**src/inc/duty_pkg.sv**
```systemverilog
package duty_pkg;
  // register indices seen by the programmer command port
  localparam logic [2:0] REG_DUTY_OFFSET   = 3'h0;
  localparam logic [2:0] REG_LOWER_LIMIT   = 3'h1;
  localparam logic [2:0] REG_UPPER_LIMIT   = 3'h2;
  localparam logic [2:0] REG_DUTY_GAIN     = 3'h3;
  localparam logic [2:0] REG_LOCK          = 3'h4;
  localparam logic [2:0] REG_FIELD_SAMPLE  = 3'h5;
  // field widths
  localparam int OFFSET_W = 11;  // signed, 1024 = 100 %
  localparam int LIMIT_W  = 11;  // unsigned, 2048 = 100 %
  localparam int LOWER_W  = 10;  // 0..50 %
  localparam int GAIN_W   = 14;  // signed, 2048 = gain 1
  localparam int SAMPLE_W = 14;  // signed field sample
  localparam int DUTY_W   = 11;  // output duty, 2048 = 100 %
  localparam int DATA_W   = 16;
  // full scale constants
  localparam int DUTY_FULL    = 2048;  // 100 % in duty units
  localparam int OFFSET_SHIFT = 1;     // offset lsb is two duty lsb
  localparam int GAIN_SHIFT   = 11;    // gain 1 is 2048
  localparam int SAMPLE_SHIFT = 11;    // 2048 samples give 100 %
  // reset values
  localparam logic [OFFSET_W-1:0] OFFSET_RST = 11'h000;
  localparam logic [LOWER_W-1:0]  LOWER_RST  = 10'h000;
  localparam logic [LIMIT_W-1:0]  UPPER_RST  = 11'h7FF;
  localparam logic [GAIN_W-1:0]   GAIN_RST   = 14'h0800;
  // mirror of the register cells, one word per index
  localparam int MEM_DEPTH = 8;
  localparam int MEM_AW    = 3;
endpackage

```
**src/design/setting_store.sv**
```systemverilog
// small register-file memory with registered read data
module setting_store #(
  parameter int WIDTH = 16,
  parameter int DEPTH = 8,
  parameter int AW    = 3
) (
  input  wire logic             ref_clk_i,
  input  wire logic             we_i,
  input  wire logic [AW-1:0]    waddr_i,
  input  wire logic [WIDTH-1:0] wdata_i,
  input  wire logic [AW-1:0]    raddr_i,
  output logic      [WIDTH-1:0] rdata_o
);
  logic [WIDTH-1:0] mem_ff [DEPTH];  // no reset: contents are shadows

  // write port
  always_ff @(posedge ref_clk_i) begin
    if (we_i) begin
      mem_ff[waddr_i] <= wdata_i;
    end
  end

  // registered read port
  always_ff @(posedge ref_clk_i) begin
    rdata_o <= mem_ff[raddr_i];
  end
endmodule

```
**src/design/duty_offset_clamp_lock.sv**
```systemverilog
// Behaviour
// add signed duty offset to scaled sample
// negative offset caps duty at offset+100%
// clamp duty below at lower limit
// clamp duty above at upper limit
// lock in force ignores all commands
// lock acts only after power cycle
// lock bit can never be cleared
// raw 14-bit field sample is readable
// settings rewritable any number of times
// programmer uses same settings per application
// programmer computes gain, offset from samples
// calibration duties within limits, 70% apart
// multiply, add offset, clamp, drive duty
// gain one: 2048 samples give 100%
module duty_offset_clamp_lock #(
  parameter int PWM_PERIOD = 2048  // duty counter period in ticks
) (
  input  wire logic                          ref_clk_i,
  input  wire logic                          reset_n_i,
  input  wire logic                          lock_nv_i,
  input  wire logic                          sample_valid_i,
  input  wire logic [duty_pkg::SAMPLE_W-1:0] sample_i,
  input  wire logic                          cmd_valid_i,
  input  wire logic                          cmd_write_i,
  input  wire logic [2:0]                    cmd_addr_i,
  input  wire logic [duty_pkg::DATA_W-1:0]   cmd_data_i,
  output logic                               rsp_valid_o,
  output logic      [duty_pkg::DATA_W-1:0]   rsp_data_o,
  output logic                               lock_set_o,
  output logic                               locked_o,
  output logic      [duty_pkg::DUTY_W-1:0]   duty_o,
  output logic                               pwm_o
);
  localparam int ACC_W = 32;  // wide signed work width
  localparam int DUTY_W = duty_pkg::DUTY_W;  // duty cast width

  // live settings
  logic signed [duty_pkg::OFFSET_W-1:0] offset_ff;   // signed offset
  logic [duty_pkg::LOWER_W-1:0]         lower_ff;    // lower clamp
  logic [duty_pkg::LIMIT_W-1:0]         upper_ff;    // upper clamp
  logic signed [duty_pkg::GAIN_W-1:0]   gain_ff;     // signed gain
  logic [duty_pkg::SAMPLE_W-1:0]        sample_ff;   // raw sample
  logic                                 lock_set_ff; // lock cell
  logic                                 locked_ff;   // lock in force
  logic                                 rd_pend_ff;  // read in flight
  logic [duty_pkg::DUTY_W-1:0]          duty_ff;     // clamped duty
  logic [duty_pkg::DUTY_W-1:0]          pwm_cnt_ff;  // pwm counter
  logic                                 pwm_ff;      // pwm level
  logic [duty_pkg::DATA_W-1:0]          store_rdata; // shadow read
  logic [2:0]                           rd_addr_ff;  // read index
  logic                                 cmd_ok;      // command taken
  logic signed [ACC_W-1:0]              nxt_duty;    // unclamped sum
  logic signed [ACC_W-1:0]              duty_hi;     // effective cap
  logic [3:0]                           wr_seen_ff;  // written since reset
  logic                                 boot_ff;     // power-up edge

  typedef enum logic [1:0] {
    ST_RUN  = 2'b00,  // normal pwm output
    ST_READ = 2'b01   // answering a read
  } cmd_state_e;
  cmd_state_e state_ff;

  // clamp helper shared by both ends of the range
  function automatic logic signed [ACC_W-1:0] clamp_fn(
    input logic signed [ACC_W-1:0] val,
    input logic signed [ACC_W-1:0] lo,
    input logic signed [ACC_W-1:0] hi
  );
    logic signed [ACC_W-1:0] r;
    r = val;
    if (r > hi) begin
      r = hi;
    end
    if (r < lo) begin
      r = lo;
    end
    return r;
  endfunction

  // reset value of a setting, for reads before its first write
  function automatic logic [duty_pkg::DATA_W-1:0] reset_word(
    input logic [1:0] idx
  );
    logic [duty_pkg::DATA_W-1:0] w;
    case (idx)
      2'h0:    w = 16'(duty_pkg::OFFSET_RST);
      2'h1:    w = 16'(duty_pkg::LOWER_RST);
      2'h2:    w = 16'(duty_pkg::UPPER_RST);
      default: w = 16'(duty_pkg::GAIN_RST);
    endcase
    return w;
  endfunction

  // commands are dead once the lock is in force
  assign cmd_ok = cmd_valid_i && !locked_ff;

  // lock state: the stored cell is sampled once, just after power-up
  always_ff @(posedge ref_clk_i or negedge reset_n_i) begin
    if (!reset_n_i) begin
      locked_ff <= 1'b0;
      boot_ff   <= 1'b1;
    end else begin
      boot_ff <= 1'b0;
      if (boot_ff) begin
        // a cell set during this run waits for the next power cycle
        locked_ff <= lock_nv_i;
      end
    end
  end

  // lock cell: write-one-to-set, only reset clears it
  always_ff @(posedge ref_clk_i or negedge reset_n_i) begin
    if (!reset_n_i) begin
      lock_set_ff <= 1'b0;
    end else if (lock_nv_i) begin
      lock_set_ff <= 1'b1;
    end else if (cmd_ok && cmd_write_i && cmd_addr_i == duty_pkg::REG_LOCK
                 && cmd_data_i[0]) begin
      lock_set_ff <= 1'b1;
    end
  end

  // programmable settings, rewritable until locked
  always_ff @(posedge ref_clk_i or negedge reset_n_i) begin
    if (!reset_n_i) begin
      wr_seen_ff <= '0;
      offset_ff <= duty_pkg::OFFSET_RST;
      lower_ff  <= duty_pkg::LOWER_RST;
      upper_ff  <= duty_pkg::UPPER_RST;
      gain_ff   <= duty_pkg::GAIN_RST;
    end else if (cmd_ok && cmd_write_i) begin
      if (!cmd_addr_i[2]) begin
        wr_seen_ff[cmd_addr_i[1:0]] <= 1'b1;  // store cell now valid
      end
      case (cmd_addr_i)  // each write replaces the old value
        duty_pkg::REG_DUTY_OFFSET:
          offset_ff <= cmd_data_i[duty_pkg::OFFSET_W-1:0];
        duty_pkg::REG_LOWER_LIMIT:
          lower_ff <= cmd_data_i[duty_pkg::LOWER_W-1:0];
        duty_pkg::REG_UPPER_LIMIT:
          upper_ff <= cmd_data_i[duty_pkg::LIMIT_W-1:0];
        duty_pkg::REG_DUTY_GAIN:
          gain_ff <= cmd_data_i[duty_pkg::GAIN_W-1:0];
        default: ;  // lock and sample handled elsewhere
      endcase
    end
  end

  // raw field sample capture, before any processing
  always_ff @(posedge ref_clk_i or negedge reset_n_i) begin
    if (!reset_n_i) begin
      sample_ff <= '0;
    end else if (sample_valid_i) begin
      sample_ff <= sample_i;
    end
  end

  // shadow copy keeps a plain readback path for the settings
  setting_store #(
    .WIDTH (duty_pkg::DATA_W),
    .DEPTH (duty_pkg::MEM_DEPTH),
    .AW    (duty_pkg::MEM_AW)
  ) u_store (
    .ref_clk_i (ref_clk_i),
    .we_i      (cmd_ok && cmd_write_i),
    .waddr_i   (cmd_addr_i),
    .wdata_i   (cmd_data_i),
    .raddr_i   (cmd_addr_i),
    .rdata_o   (store_rdata)
  );

  // datapath: gain times sample, shift, plus offset
  always_comb begin
    logic signed [ACC_W-1:0] prod;
    prod = ACC_W'(signed'(sample_ff)) * ACC_W'(gain_ff);
    prod = prod >>> duty_pkg::GAIN_SHIFT;  // 2048 samples = 100 %
    nxt_duty = prod
      + (ACC_W'(offset_ff) <<< duty_pkg::OFFSET_SHIFT);
  end

  // upper bound: the limit, or offset+100% when the offset is negative and that is lower
  always_comb begin
    logic signed [ACC_W-1:0] cap;
    // a negative offset leaves less than full scale above it
    cap = (ACC_W'(offset_ff) <<< duty_pkg::OFFSET_SHIFT)
          + ACC_W'(duty_pkg::DUTY_FULL - 1);
    duty_hi = ACC_W'(upper_ff);
    if (offset_ff < 0 && cap < duty_hi) begin
      duty_hi = cap;
    end
  end

  // clamped duty register
  always_ff @(posedge ref_clk_i or negedge reset_n_i) begin
    if (!reset_n_i) begin
      duty_ff <= '0;
    end else begin
      duty_ff <= DUTY_W'(clamp_fn(nxt_duty, ACC_W'(lower_ff), duty_hi));
    end
  end

  // command state: pwm output held low while a read is answered, counter keeps running
  always_ff @(posedge ref_clk_i or negedge reset_n_i) begin
    if (!reset_n_i) begin
      state_ff   <= ST_RUN;
      rd_pend_ff <= 1'b0;
      rd_addr_ff <= '0;
    end else begin
      case (state_ff)
        ST_RUN: begin
          if (cmd_ok && !cmd_write_i) begin  // reads refused when locked
            state_ff   <= ST_READ;
            rd_pend_ff <= 1'b1;
            rd_addr_ff <= cmd_addr_i;
          end
        end
        ST_READ: begin
          state_ff   <= ST_RUN;
          rd_pend_ff <= 1'b0;
        end
        default: state_ff <= ST_RUN;
      endcase
    end
  end

  // read answer mux, registered
  always_ff @(posedge ref_clk_i or negedge reset_n_i) begin
    if (!reset_n_i) begin
      rsp_valid_o <= 1'b0;
      rsp_data_o  <= '0;
    end else begin
      rsp_valid_o <= rd_pend_ff;
      if (rd_pend_ff) begin
        case (rd_addr_ff)
          duty_pkg::REG_FIELD_SAMPLE:
            rsp_data_o <= {{(duty_pkg::DATA_W-duty_pkg::SAMPLE_W)
                           {sample_ff[duty_pkg::SAMPLE_W-1]}}, sample_ff};
          duty_pkg::REG_LOCK:
            rsp_data_o <= {15'h0000, lock_set_ff};
          duty_pkg::REG_DUTY_OFFSET,
          duty_pkg::REG_LOWER_LIMIT,
          duty_pkg::REG_UPPER_LIMIT,
          duty_pkg::REG_DUTY_GAIN:
            // never-written cells hold junk: show the reset value instead
            rsp_data_o <= wr_seen_ff[rd_addr_ff[1:0]] ? store_rdata
                          : reset_word(rd_addr_ff[1:0]);
          default:
            rsp_data_o <= 16'h0000;  // unmapped reads as zero
        endcase
      end
    end
  end

  // pwm counter and output; forced low during a read answer
  always_ff @(posedge ref_clk_i or negedge reset_n_i) begin
    if (!reset_n_i) begin
      pwm_cnt_ff <= '0;
      pwm_ff     <= 1'b0;
    end else begin
      pwm_cnt_ff <= (int'(pwm_cnt_ff) == PWM_PERIOD - 1) ? '0
                                                        : pwm_cnt_ff + 1'b1;
      pwm_ff <= (state_ff == ST_RUN) && (pwm_cnt_ff < duty_ff);
    end
  end

  assign duty_o     = duty_ff;
  assign pwm_o      = pwm_ff;
  assign lock_set_o = lock_set_ff;
  assign locked_o   = locked_ff;

  // assertions
  property p_lock_blocks;
    @(posedge ref_clk_i) disable iff (!reset_n_i)
      locked_ff && cmd_valid_i && !cmd_write_i |=> !rd_pend_ff;
  endproperty
  a_lock_blocks: assert property (p_lock_blocks)
    else $error("read accepted while locked");

  property p_lock_sticky;
    @(posedge ref_clk_i) disable iff (!reset_n_i)
      lock_set_ff |=> lock_set_ff;
  endproperty
  a_lock_sticky: assert property (p_lock_sticky)
    else $error("lock cell cleared");

  property p_lock_delayed;
    @(posedge ref_clk_i) disable iff (!reset_n_i)
      !locked_ff && !(boot_ff && lock_nv_i) |=> !locked_ff;
  endproperty
  a_lock_delayed: assert property (p_lock_delayed)
    else $error("lock acted without power cycle");

  property p_upper;
    @(posedge ref_clk_i) disable iff (!reset_n_i)
      ##1 (lower_ff <= upper_ff) && $stable(upper_ff) && $stable(lower_ff)
      |-> duty_ff <= upper_ff;
  endproperty
  a_upper: assert property (p_upper)
    else $error("duty above upper limit");

  property p_lower;
    @(posedge ref_clk_i) disable iff (!reset_n_i)
      $stable(lower_ff) && $past(lower_ff) <= $past(upper_ff)
      |-> duty_ff >= lower_ff;
  endproperty
  a_lower: assert property (p_lower)
    else $error("duty below lower limit");

  property p_write;
    @(posedge ref_clk_i) disable iff (!reset_n_i)
      cmd_ok && cmd_write_i && cmd_addr_i == duty_pkg::REG_DUTY_GAIN
      |=> gain_ff == $past(cmd_data_i[duty_pkg::GAIN_W-1:0]);
  endproperty
  a_write: assert property (p_write)
    else $error("gain write lost");

  property p_read_time;
    @(posedge ref_clk_i) disable iff (!reset_n_i)
      state_ff == ST_RUN && cmd_ok && !cmd_write_i |-> ##2 rsp_valid_o;
  endproperty
  a_read_time: assert property (p_read_time)
    else $error("read answer late");

  property p_pwm_quiet;
    @(posedge ref_clk_i) disable iff (!reset_n_i)
      state_ff == ST_READ |=> !pwm_ff;
  endproperty
  a_pwm_quiet: assert property (p_pwm_quiet)
    else $error("pwm active during read");

  c_read:  cover property (@(posedge ref_clk_i) rsp_valid_o);
  c_lock:  cover property (@(posedge ref_clk_i) locked_ff);
  c_clamp: cover property (@(posedge ref_clk_i)
                           duty_ff == upper_ff && upper_ff != 0);
endmodule

```
**config.mk**
```make
export PLATFORM = sky130hd
export DESIGN_NAME = duty_offset_clamp_lock
export DESIGN_NICKNAME = d
export VERILOG_FILES = /design/src/inc/duty_pkg.sv /design/src/design/setting_store.sv /design/src/design/duty_offset_clamp_lock.sv
export SDC_FILE = /design/constraint.sdc
export NUM_CORES = 1
export LEC_CHECK = 0
export BUFFER_PORTS_ARGS = -buffer_cell sky130_fd_sc_hd__buf_2
export CAP_MARGIN = 40
export CELL_PAD_IN_SITES_DETAIL_PLACEMENT = 0
export CELL_PAD_IN_SITES_GLOBAL_PLACEMENT = 2
export CORE_MARGIN = 3
export CORE_UTILIZATION = 39
export CTS_BUF_LIST = sky130_fd_sc_hd__clkbuf_16
export DETAILED_ROUTE_END_ITERATION = 12
export PLACE_DENSITY = 0.74
export SYNTH_ARGS = -nofsm -noshare
export SYNTH_HDL_FRONTEND = slang
export SYNTH_SLANG_ARGS = --single-unit
```
**constraint.sdc**
```tcl
create_clock -name ref_clk_i -period 10.06 [get_ports ref_clk_i]
set_input_delay 2.012 -clock ref_clk_i [delete_from_list [all_inputs] [get_ports ref_clk_i]]
set_output_delay 2.012 -clock ref_clk_i [all_outputs]
set_load 0.01 [all_outputs]
```
==> results of run 1 <==
cells by family (layout without fill, tap and decap cells):
| family | Yosys count | count (layout) | share of synthesized area |
|---|---|---|---|
| adder cells (fa/ha/maj) | 323 | 323 | 0.291 |
| buffers and inverters | 340 | 605 | 0.0676 |
| flip-flops | 255 | 255 | 0.368 |
| other | 1 | 1 | 0.000198 |
| XOR/XNOR | 56 | 56 | 0.0259 |
| AO/OA/AOI/OAI | 189 | 189 | 0.0631 |
| AND/OR/NAND/NOR | 434 | 434 | 0.112 |
| multiplexers | 91 | 91 | 0.0731 |
what timing repair did:
action	4_1_cts	5_1_grt
pin swaps	39	46
endpoints found under the hold margin	0	0
cloned	1	0
setup endpoints to repair	10	10
resized for setup	40	43
setup buffers	22	8
routing by layer:
layer	vias to the layer above	routed length, um
li1	6036	-
met1	6520	22000
met2	228	23600
met3	56	1890
met4	0	1070
met5	-	0
cell usage after synthesis (all sizes together), types with 7 or more instances:
master  instances  area share
and2          108       0.036
fa            195        0.21
o21ai          56       0.015
nor2b           7      0.0023
and3            9      0.0030
dfxtp          16       0.017
mux4           32       0.038
o22ai          17      0.0056
nand4           8      0.0026
dfrtp          98        0.13
mux2           58       0.035
nand3          15      0.0040
ha            128       0.085
a21o           22      0.0087
nor2           77       0.015
clkbuf         51       0.010
buf             9      0.0019
nand2b         12      0.0040
xnor2          40       0.019
edfxtp        128        0.20
xor2           16      0.0074
a21oi          47       0.012
nor3           11      0.0029
dfstp          13       0.018
nand2         165       0.033
inv           280       0.056
path summary, 6_finish.rpt:
check                                               end  cells past startpoint
worst max-delay path                duty_o[2]$_DFF_PN0_                     46
min in group asynchronous        gain_ff[3]$_DFFE_PN0P_                      1
worst min-delay path            upper_ff[0]$_DFFE_PN1P_                      2
max in group asynchronous       upper_ff[1]$_DFFE_PN1P_                      3
worst max register to register      duty_o[2]$_DFF_PN0_                     46
worst min register to register  upper_ff[0]$_DFFE_PN1P_                      2
cell usage in the layout (no fill, tap or decap), types with 7 or more instances in the layout:
master and n:
inv_1 286, fa_1 192, buf_4 191, nand2_1 163, edfxtp_1 128, ha_1 116
and2_1 101, dfrtp_1 89, nor2_1 73, buf_2 70, mux2_2 48, o21ai_0 39
xnor2_1 38, a21oi_1 37, mux4_2 32, clkbuf_16 29, a21o_1 22, xor2_1 16
o22ai_1 16, dfxtp_1 16, nand3_1 15, dfstp_2 13, nand2b_1 11, a21oi_2 10
nor3_1 10, mux2_4 10, o21ai_1 9, ha_4 9, dfrtp_2 9, o21ai_2 8
nand4_1 8, and3_1 8, buf_6 7
registers in the layout, indices dropped and copies added, names as in the netlist, 3 cells and up:
register,flops
u_store.mem_ff,128
duty_o,11
gain_ff,14
rsp_data_o,16
lower_ff,10
u_store.rdata_o,16
rd_addr_ff,3
offset_ff,11
pwm_cnt_ff,11
upper_ff,11
sample_ff,14
wr_seen_ff,4
final cells by class:
type / instances / area (um2) / area share
Sequential cell: 255 / 6970 / 0.306
Clock buffer: 29 / 726 / 0.0318
Timing Repair Buffer: 272 / 1940 / 0.0851
Clock inverter: 24 / 203 / 0.00889
Tap cell: 615 / 769 / 0.0338
Inverter: 280 / 1050 / 0.0461
Multi-Input combinational cell: 1094 / 11100 / 0.489
worst max-delay path, delay by kind of cell, from the launching register on:
family                   cells  cell delay (ns)
flip-flops                   1             0.43
AO/OA/AOI/OAI               17             3.54
AND/OR/NAND/NOR             10             1.51
buffers and inverters        6             0.48
adder cells (fa/ha/maj)     10             3.97
multiplexers                 1             0.31
XOR/XNOR                     2             0.32
per-stage QoR:
| stage | setup TNS [ns] | setup WS [ns] | cells | cell area (um2) | utilization |
|---|---|---|---|---|---|
| finish | -6.37 | -0.651 | 2569 | 22800 | 0.476 |
| global route | -10.58 | -1.07 | 2569 | 22800 | 0.476 |
| CTS | -7.23 | -0.730 | 2563 | 22600 | 0.472 |
| detailed placement | -9.35 | -0.942 | 2487 | 21300 | 0.446 |
| global placement | -7.99 | -0.800 | 2483 | 21300 | 0.444 |
| floorplan | -4.16 | -0.416 | 1689 | 19100 | - |
==> results summary, run 1 <==
The number of enable-type register cells in the synthesized netlist is 128. The gate count after technology mapping came out at 1,689. During synthesis, Yosys emitted a total of 0 warnings. The kind of end point of the critical path is a flop. The largest net degree at the start of global routing came out at 51. The final hold violation count came to 0. The number of hold buffers added after cts came out at 0. For this run, the register share of the synthesized area comes to 0.368. The DRC marker count from the first detailed-route iteration is 650.

The clock tree skew after final layout is 0.0236 ns. The total die area is 0.0512 mm2. The core area is 0.0478 mm2. The total congestion overflow after global routing is 0. The floorplan step set the die height to 226 um.

After detailed routing, the number of remaining DRC violations is 0. The type of the worst setup path is reg -> reg. The number of top-level pins came out at 70. The number of rows created at floorplan is 80. The clock period minus worst slack is 10.71 ns. The clock latency of the later-clocked register in the worst-skew pair is 0.58 ns. The number of H-tree branching levels came out at 1.

The setup slack of the most critical reg-to-reg path came out at -0.65 ns. In this run the most used layer during global routing was met2. On the worst path, the slowest cell contributes a delay of 0.58 ns. The number of storage elements in the synthesis netlist came out at 255. The antenna diode count is 0. The average vias per placed instance came out at 5.00. Setup violations remaining at the end of the flow were counted as 10. The max-cap check violation count is 0.

The unique cell type count in the Yosys netlist came out at 64. Static timing analysis puts the maximum clock frequency at 93.4 MHz. The most prevalent standard cell on the critical path is fa_1.

The overall track demand over capacity in global routing is 0.195. The clock buffer count from CTS came out at 29. The sink count of the clock tree is 255. The data required time at the worst endpoint is 10.50 ns. The number of nets in the layout is 2,294. The x dimension of the die came out at 226 um.

The CTS tree is yes. The final weighted congestion in routability-driven placement is 0.798. The met2 track utilization from global routing came out at 0.327.

The flow ran to the end, but the final reports show violations. The number of antenna-violating nets in the routed design is 0. The net count of the mapped netlist is 2,051. The worst register-to-register path begins at gain_ff[3]$_DFFE_PN0P_.

The final critical-path share of the clock period is 1.06. After detailed routing, the average wire length per cell comes to 18.9 um. The global-route met3 utilization is 0.0271.

The average cell area after synthesis is 11.2 um2. The root buffer selected by CTS is clkbuf_16. After layout, the worst setup slack is -0.651 ns. For this design, the slowest cell found on the critical path is fa_2. The fraction of layout cells with a size suffix above 1 came out at 0.259. The global routing usage on met1 is 0.272. The startpoint of the most critical setup path is gain_ff[3]$_DFFE_PN0P_. The mapped cell area is 0.0189 mm2. The via count of the first global-routing pass is 13,600.

The wire length of the first global-routing pass came out at 76,600 um. The arrival time at the worst endpoint is 11.15 ns. The sum of routed wire length over all layers is 48,500 um. The maximum buffer depth of the clock tree is 3. The number of antenna violations at the first check in global routing is 0.

For this run, the detailed router's first-pass iteration total came to 5. The clock slew seen by the registers of the worst setup and hold paths came out at 0.07 ns. Setup repair after global routing could not meet its margin everywhere. On the final layout, the worst hold slack is 0.463 ns. The tightest min-delay check is of the reg -> reg type. STA classifies the critical path startpoint as a flop. In this run the most critical hold path is launched from upper_ff[0]$_DFFE_PN1P_.

The share of async-settable or async-resettable flops after synthesis is 0.435. The worst slew margin relative to its limit came out at 0.477. At the pin with the least slew margin, the transition time is 0.785 ns. The estimated wirelength of the detail-placed design is 37,300 um. The final route contains 12,800 vias. The checks that failed: negative setup slack. The count of filler cells inserted in the layout came out at 4,413. The top fanout value on the critical path came out at 8. The synthesis-to-finish area growth came out at 20.4%. The final max-slew violation count came out at 0. The count of input and output buffers is 69. The starting density of the core came out at 0.396.

The most used flip-flop cell after synthesis is edfxtp_1.
Power of run 1 is not shown: default switching activity piles up to over one toggle a cycle in this logic, so the estimate is an artifact.
==> inputs of run 2 (changes only) <==
--- a/config.mk
+++ b/config.mk
@@ -11,7 +11,6 @@
 export CELL_PAD_IN_SITES_GLOBAL_PLACEMENT = 2
 export CORE_MARGIN = 3
 export CORE_UTILIZATION = 39
-export CTS_BUF_LIST = sky130_fd_sc_hd__clkbuf_16
 export DETAILED_ROUTE_END_ITERATION = 12
 export PLACE_DENSITY = 0.74
 export SYNTH_ARGS = -nofsm -noshare
==> run 2 against run 1 <==
  * Die area is the same
  * Wire length rose by 0.12%
  * The flow still finishes with violations (negative setup slack)
  * Clock-buffer cell count is 11 higher
  * Cell count unchanged
  * Clock skew hardly changed
  * Maximum frequency is essentially flat
  * First-iteration DRC count is 5.5% higher
  * Utilization barely moved
  * Worst setup slack worse by 0.0012 ns
  * Register-to-register slack about the same
  * Sequential share of layout area barely moved
  * Largest cell class unchanged
==> results summary, run 2 (synthesis gave the netlist of run 1 again) <==
Result of the run: finished, violations left (unchanged). Violated checks: negative setup slack (unchanged). The arrival time at the worst endpoint was 11.15 ns (about the same).

The vertical die dimension is 226 um (unchanged). The post-placement cell count came out at 2,487 (unchanged). The number of nets in the layout is 2,294 (unchanged).

The count of filler cells inserted in the layout is 4,411 (was 4,413). The clock period minus worst slack came out at 10.71 ns (about the same). The worst setup slack after layout came out at -0.652 ns (was -0.651 ns).

The sink count of the clock tree came out at 255 (unchanged). The antenna diode count came out at 0 (unchanged). The max-cap check violation count is 0 (unchanged). The number of buffers and inverters on the critical path is 6 (unchanged). The startpoint type of the worst setup path is a flop (unchanged).

The average routed wire per standard cell is 18.9 um (about the same). The commonest non-fill, non-tap cell in the layout was inv_1 (unchanged). The flip-flop count of the largest register after layout came to 128 (unchanged). The largest net degree at the start of global routing came out at 51 (unchanged). The most prevalent standard cell on the critical path is fa_1 (unchanged). The data required time at the worst endpoint came out at 10.50 ns (about the same). The total congestion overflow after global routing is 0 (unchanged). The type of the worst setup path is reg -> reg (unchanged). The post-route setup TNS came to -6.38 ns (was -6.37 ns).

The core area is 0.0478 mm2 (unchanged). The DRC marker count from the first detailed-route iteration was 686 (was 650). The path category of the worst min-delay check is reg -> reg (unchanged). The clock latency of the later-clocked register in the worst-skew pair is 0.58 ns (about the same). The non-filler instance count after layout is 2,569 (unchanged). The count of input and output buffers came to 69 (unchanged). The average vias per placed instance was 5.00 (about the same). The number of H-tree branching levels came out at 1 (unchanged). The final weighted congestion in routability-driven placement is 0.798 (unchanged). The final max-slew violation count is 0 (unchanged).

The final hold violation count is 0 (unchanged). The worst slew margin relative to its limit came out at 0.477 (about the same). The estimated wirelength of the detail-placed design is 37,300 um (unchanged). The first-pass iteration count of the detailed router is 5 (unchanged). The maximum buffer depth of the clock tree came to 3 (unchanged).

The critical-path cell with the highest stage delay is fa_2 (unchanged). The synthesis-to-finish area growth is 20.5% (was 20.4%). The via count of the first global-routing pass came to 13,600 (about the same). The cell area after placement came out at 0.0213 mm2 (unchanged).

The delay of the slowest cell on the worst path is 0.58 ns (about the same). The total die area is 0.0512 mm2 (unchanged). The top fanout value on the critical path is 8 (unchanged). The clock slew seen by the registers of the worst setup and hold paths is 0.07 ns (about the same). The number of top-level pins came out at 70 (unchanged).

The wire length of the first global-routing pass came to 76,700 um (was 76,600 um). The clock tree skew after final layout came out at 0.0231 ns (was 0.0236 ns). The number of design rule violations left after detail routing came out at 0 (unchanged). The most flop-heavy register is u_store.mem_ff (unchanged). The final critical-path share of the clock period came to 1.06 (about the same).

The number of antenna violations at the first check in global routing came out at 0 (unchanged). The sum of routed wire length over all layers is 48,600 um (was 48,500 um). The kind of end point of the critical path is a flop (unchanged). The root buffer selected by CTS is clkbuf_16 (unchanged). The number of antenna-violating nets in the routed design came out at 0 (unchanged).

Unrepaired setup endpoints after global routing: true (unchanged). The overall track demand over capacity in global routing was 0.195 (about the same). The fraction of layout cells with a size suffix above 1 is 0.260 (was 0.259). The final-report setup violation count is 10 (unchanged). Most used cells in the layout excluding fill and tap cells: inv_1, fa_1, buf_4 (unchanged). The number of rows created at floorplan was 80 (unchanged).

The clock buffer count from CTS is 29 (unchanged). The total number of vias came out at 12,900 (was 12,800). The worst-margin pin slew is 0.784 ns (was 0.785 ns). The starting density of the core is 0.396 (unchanged). Regs by FF count: u_store.mem_ff x128, rsp_data_o x16, u_store.rdata_o x16 (unchanged).

The top cell family by delay on the critical path was adder cells (unchanged). The CTS tree is yes (unchanged). The final cell area excluding filler cells is 0.0228 mm2 (about the same). The x dimension of the die was 226 um (unchanged). The highest achievable clock rate was 93.4 MHz (about the same).
-- run 2: changes by cell type in the layout (fill, tap and decap cells not counted), sizes merged --
cell,previous run,this run
inv,290,281
clkinv,10,8
clkbuf,29,40
-- run 2: stage by stage --
stage | hold WS (ns) | worst slack, ns | utilization
2_1_floorplan | 0.352 | -0.416 | -
5_1_grt | 0.491 | -1.07 | 0.477
6_report | 0.463 | -0.652 | 0.477
3_5_place_dp | 0.455 | -0.942 | 0.446
3_3_place_gp | 0.451 | -0.800 | 0.444
4_1_cts | 0.465 | -0.730 | 0.473
-- run 2: routing by layer --
layer | up-vias | track usage | share of wire
met2 | 215 | 0.327 | 0.49
met5 | - | 0 | 0
met3 | 58 | 0.0271 | 0.039
li1 | 6036 | - | -
met4 | 0 | 0.0420 | 0.023
met1 | 6541 | 0.273 | 0.45
-- run 2: final timing paths --
path	start	endpoint	slack [ns]	depth (start not counted)
max in group asynchronous	reset_n_i	upper_ff[1]$_DFFE_PN1P_	7.30	3
setup / recovery	gain_ff[3]$_DFFE_PN0P_	duty_o[2]$_DFF_PN0_	-0.65	46
setup reg to reg	gain_ff[3]$_DFFE_PN0P_	duty_o[2]$_DFF_PN0_	-0.65	46
hold reg to reg	upper_ff[0]$_DFFE_PN1P_	upper_ff[0]$_DFFE_PN1P_	0.46	2
min in group asynchronous	reset_n_i	gain_ff[3]$_DFFE_PN0P_	1.54	1
hold / removal	upper_ff[0]$_DFFE_PN1P_	upper_ff[0]$_DFFE_PN1P_	0.46	2
-- run 2: layout make-up --
cell class              count  area [um2]  area share
multi-input cells        1094       11100       0.488
flip-flops and latches    255        6970       0.305
repair buffers            272        1940      0.0850
inverters                 280        1050      0.0461
clock buffers              40         787      0.0345
well taps                 615         769      0.0337
clock inverters            13         161     0.00707
-- run 2: worst min-delay path: stages, from the launching register on --
cell and delay [ns]:
dfstp_2 0.37, nand2_1 0.05, nand2_1 0.04
-- run 2: repair_timing --
action                                  CTS  global route
cloned                                    1             0
hold endpoints to repair                  0             0
buffers inserted                         22             8
pin swaps                                39            46
gates resized for setup                  40            43
endpoints found under the setup margin   10            10
hold buffers                              0             0
Power of run 2 is left out for the same reason.
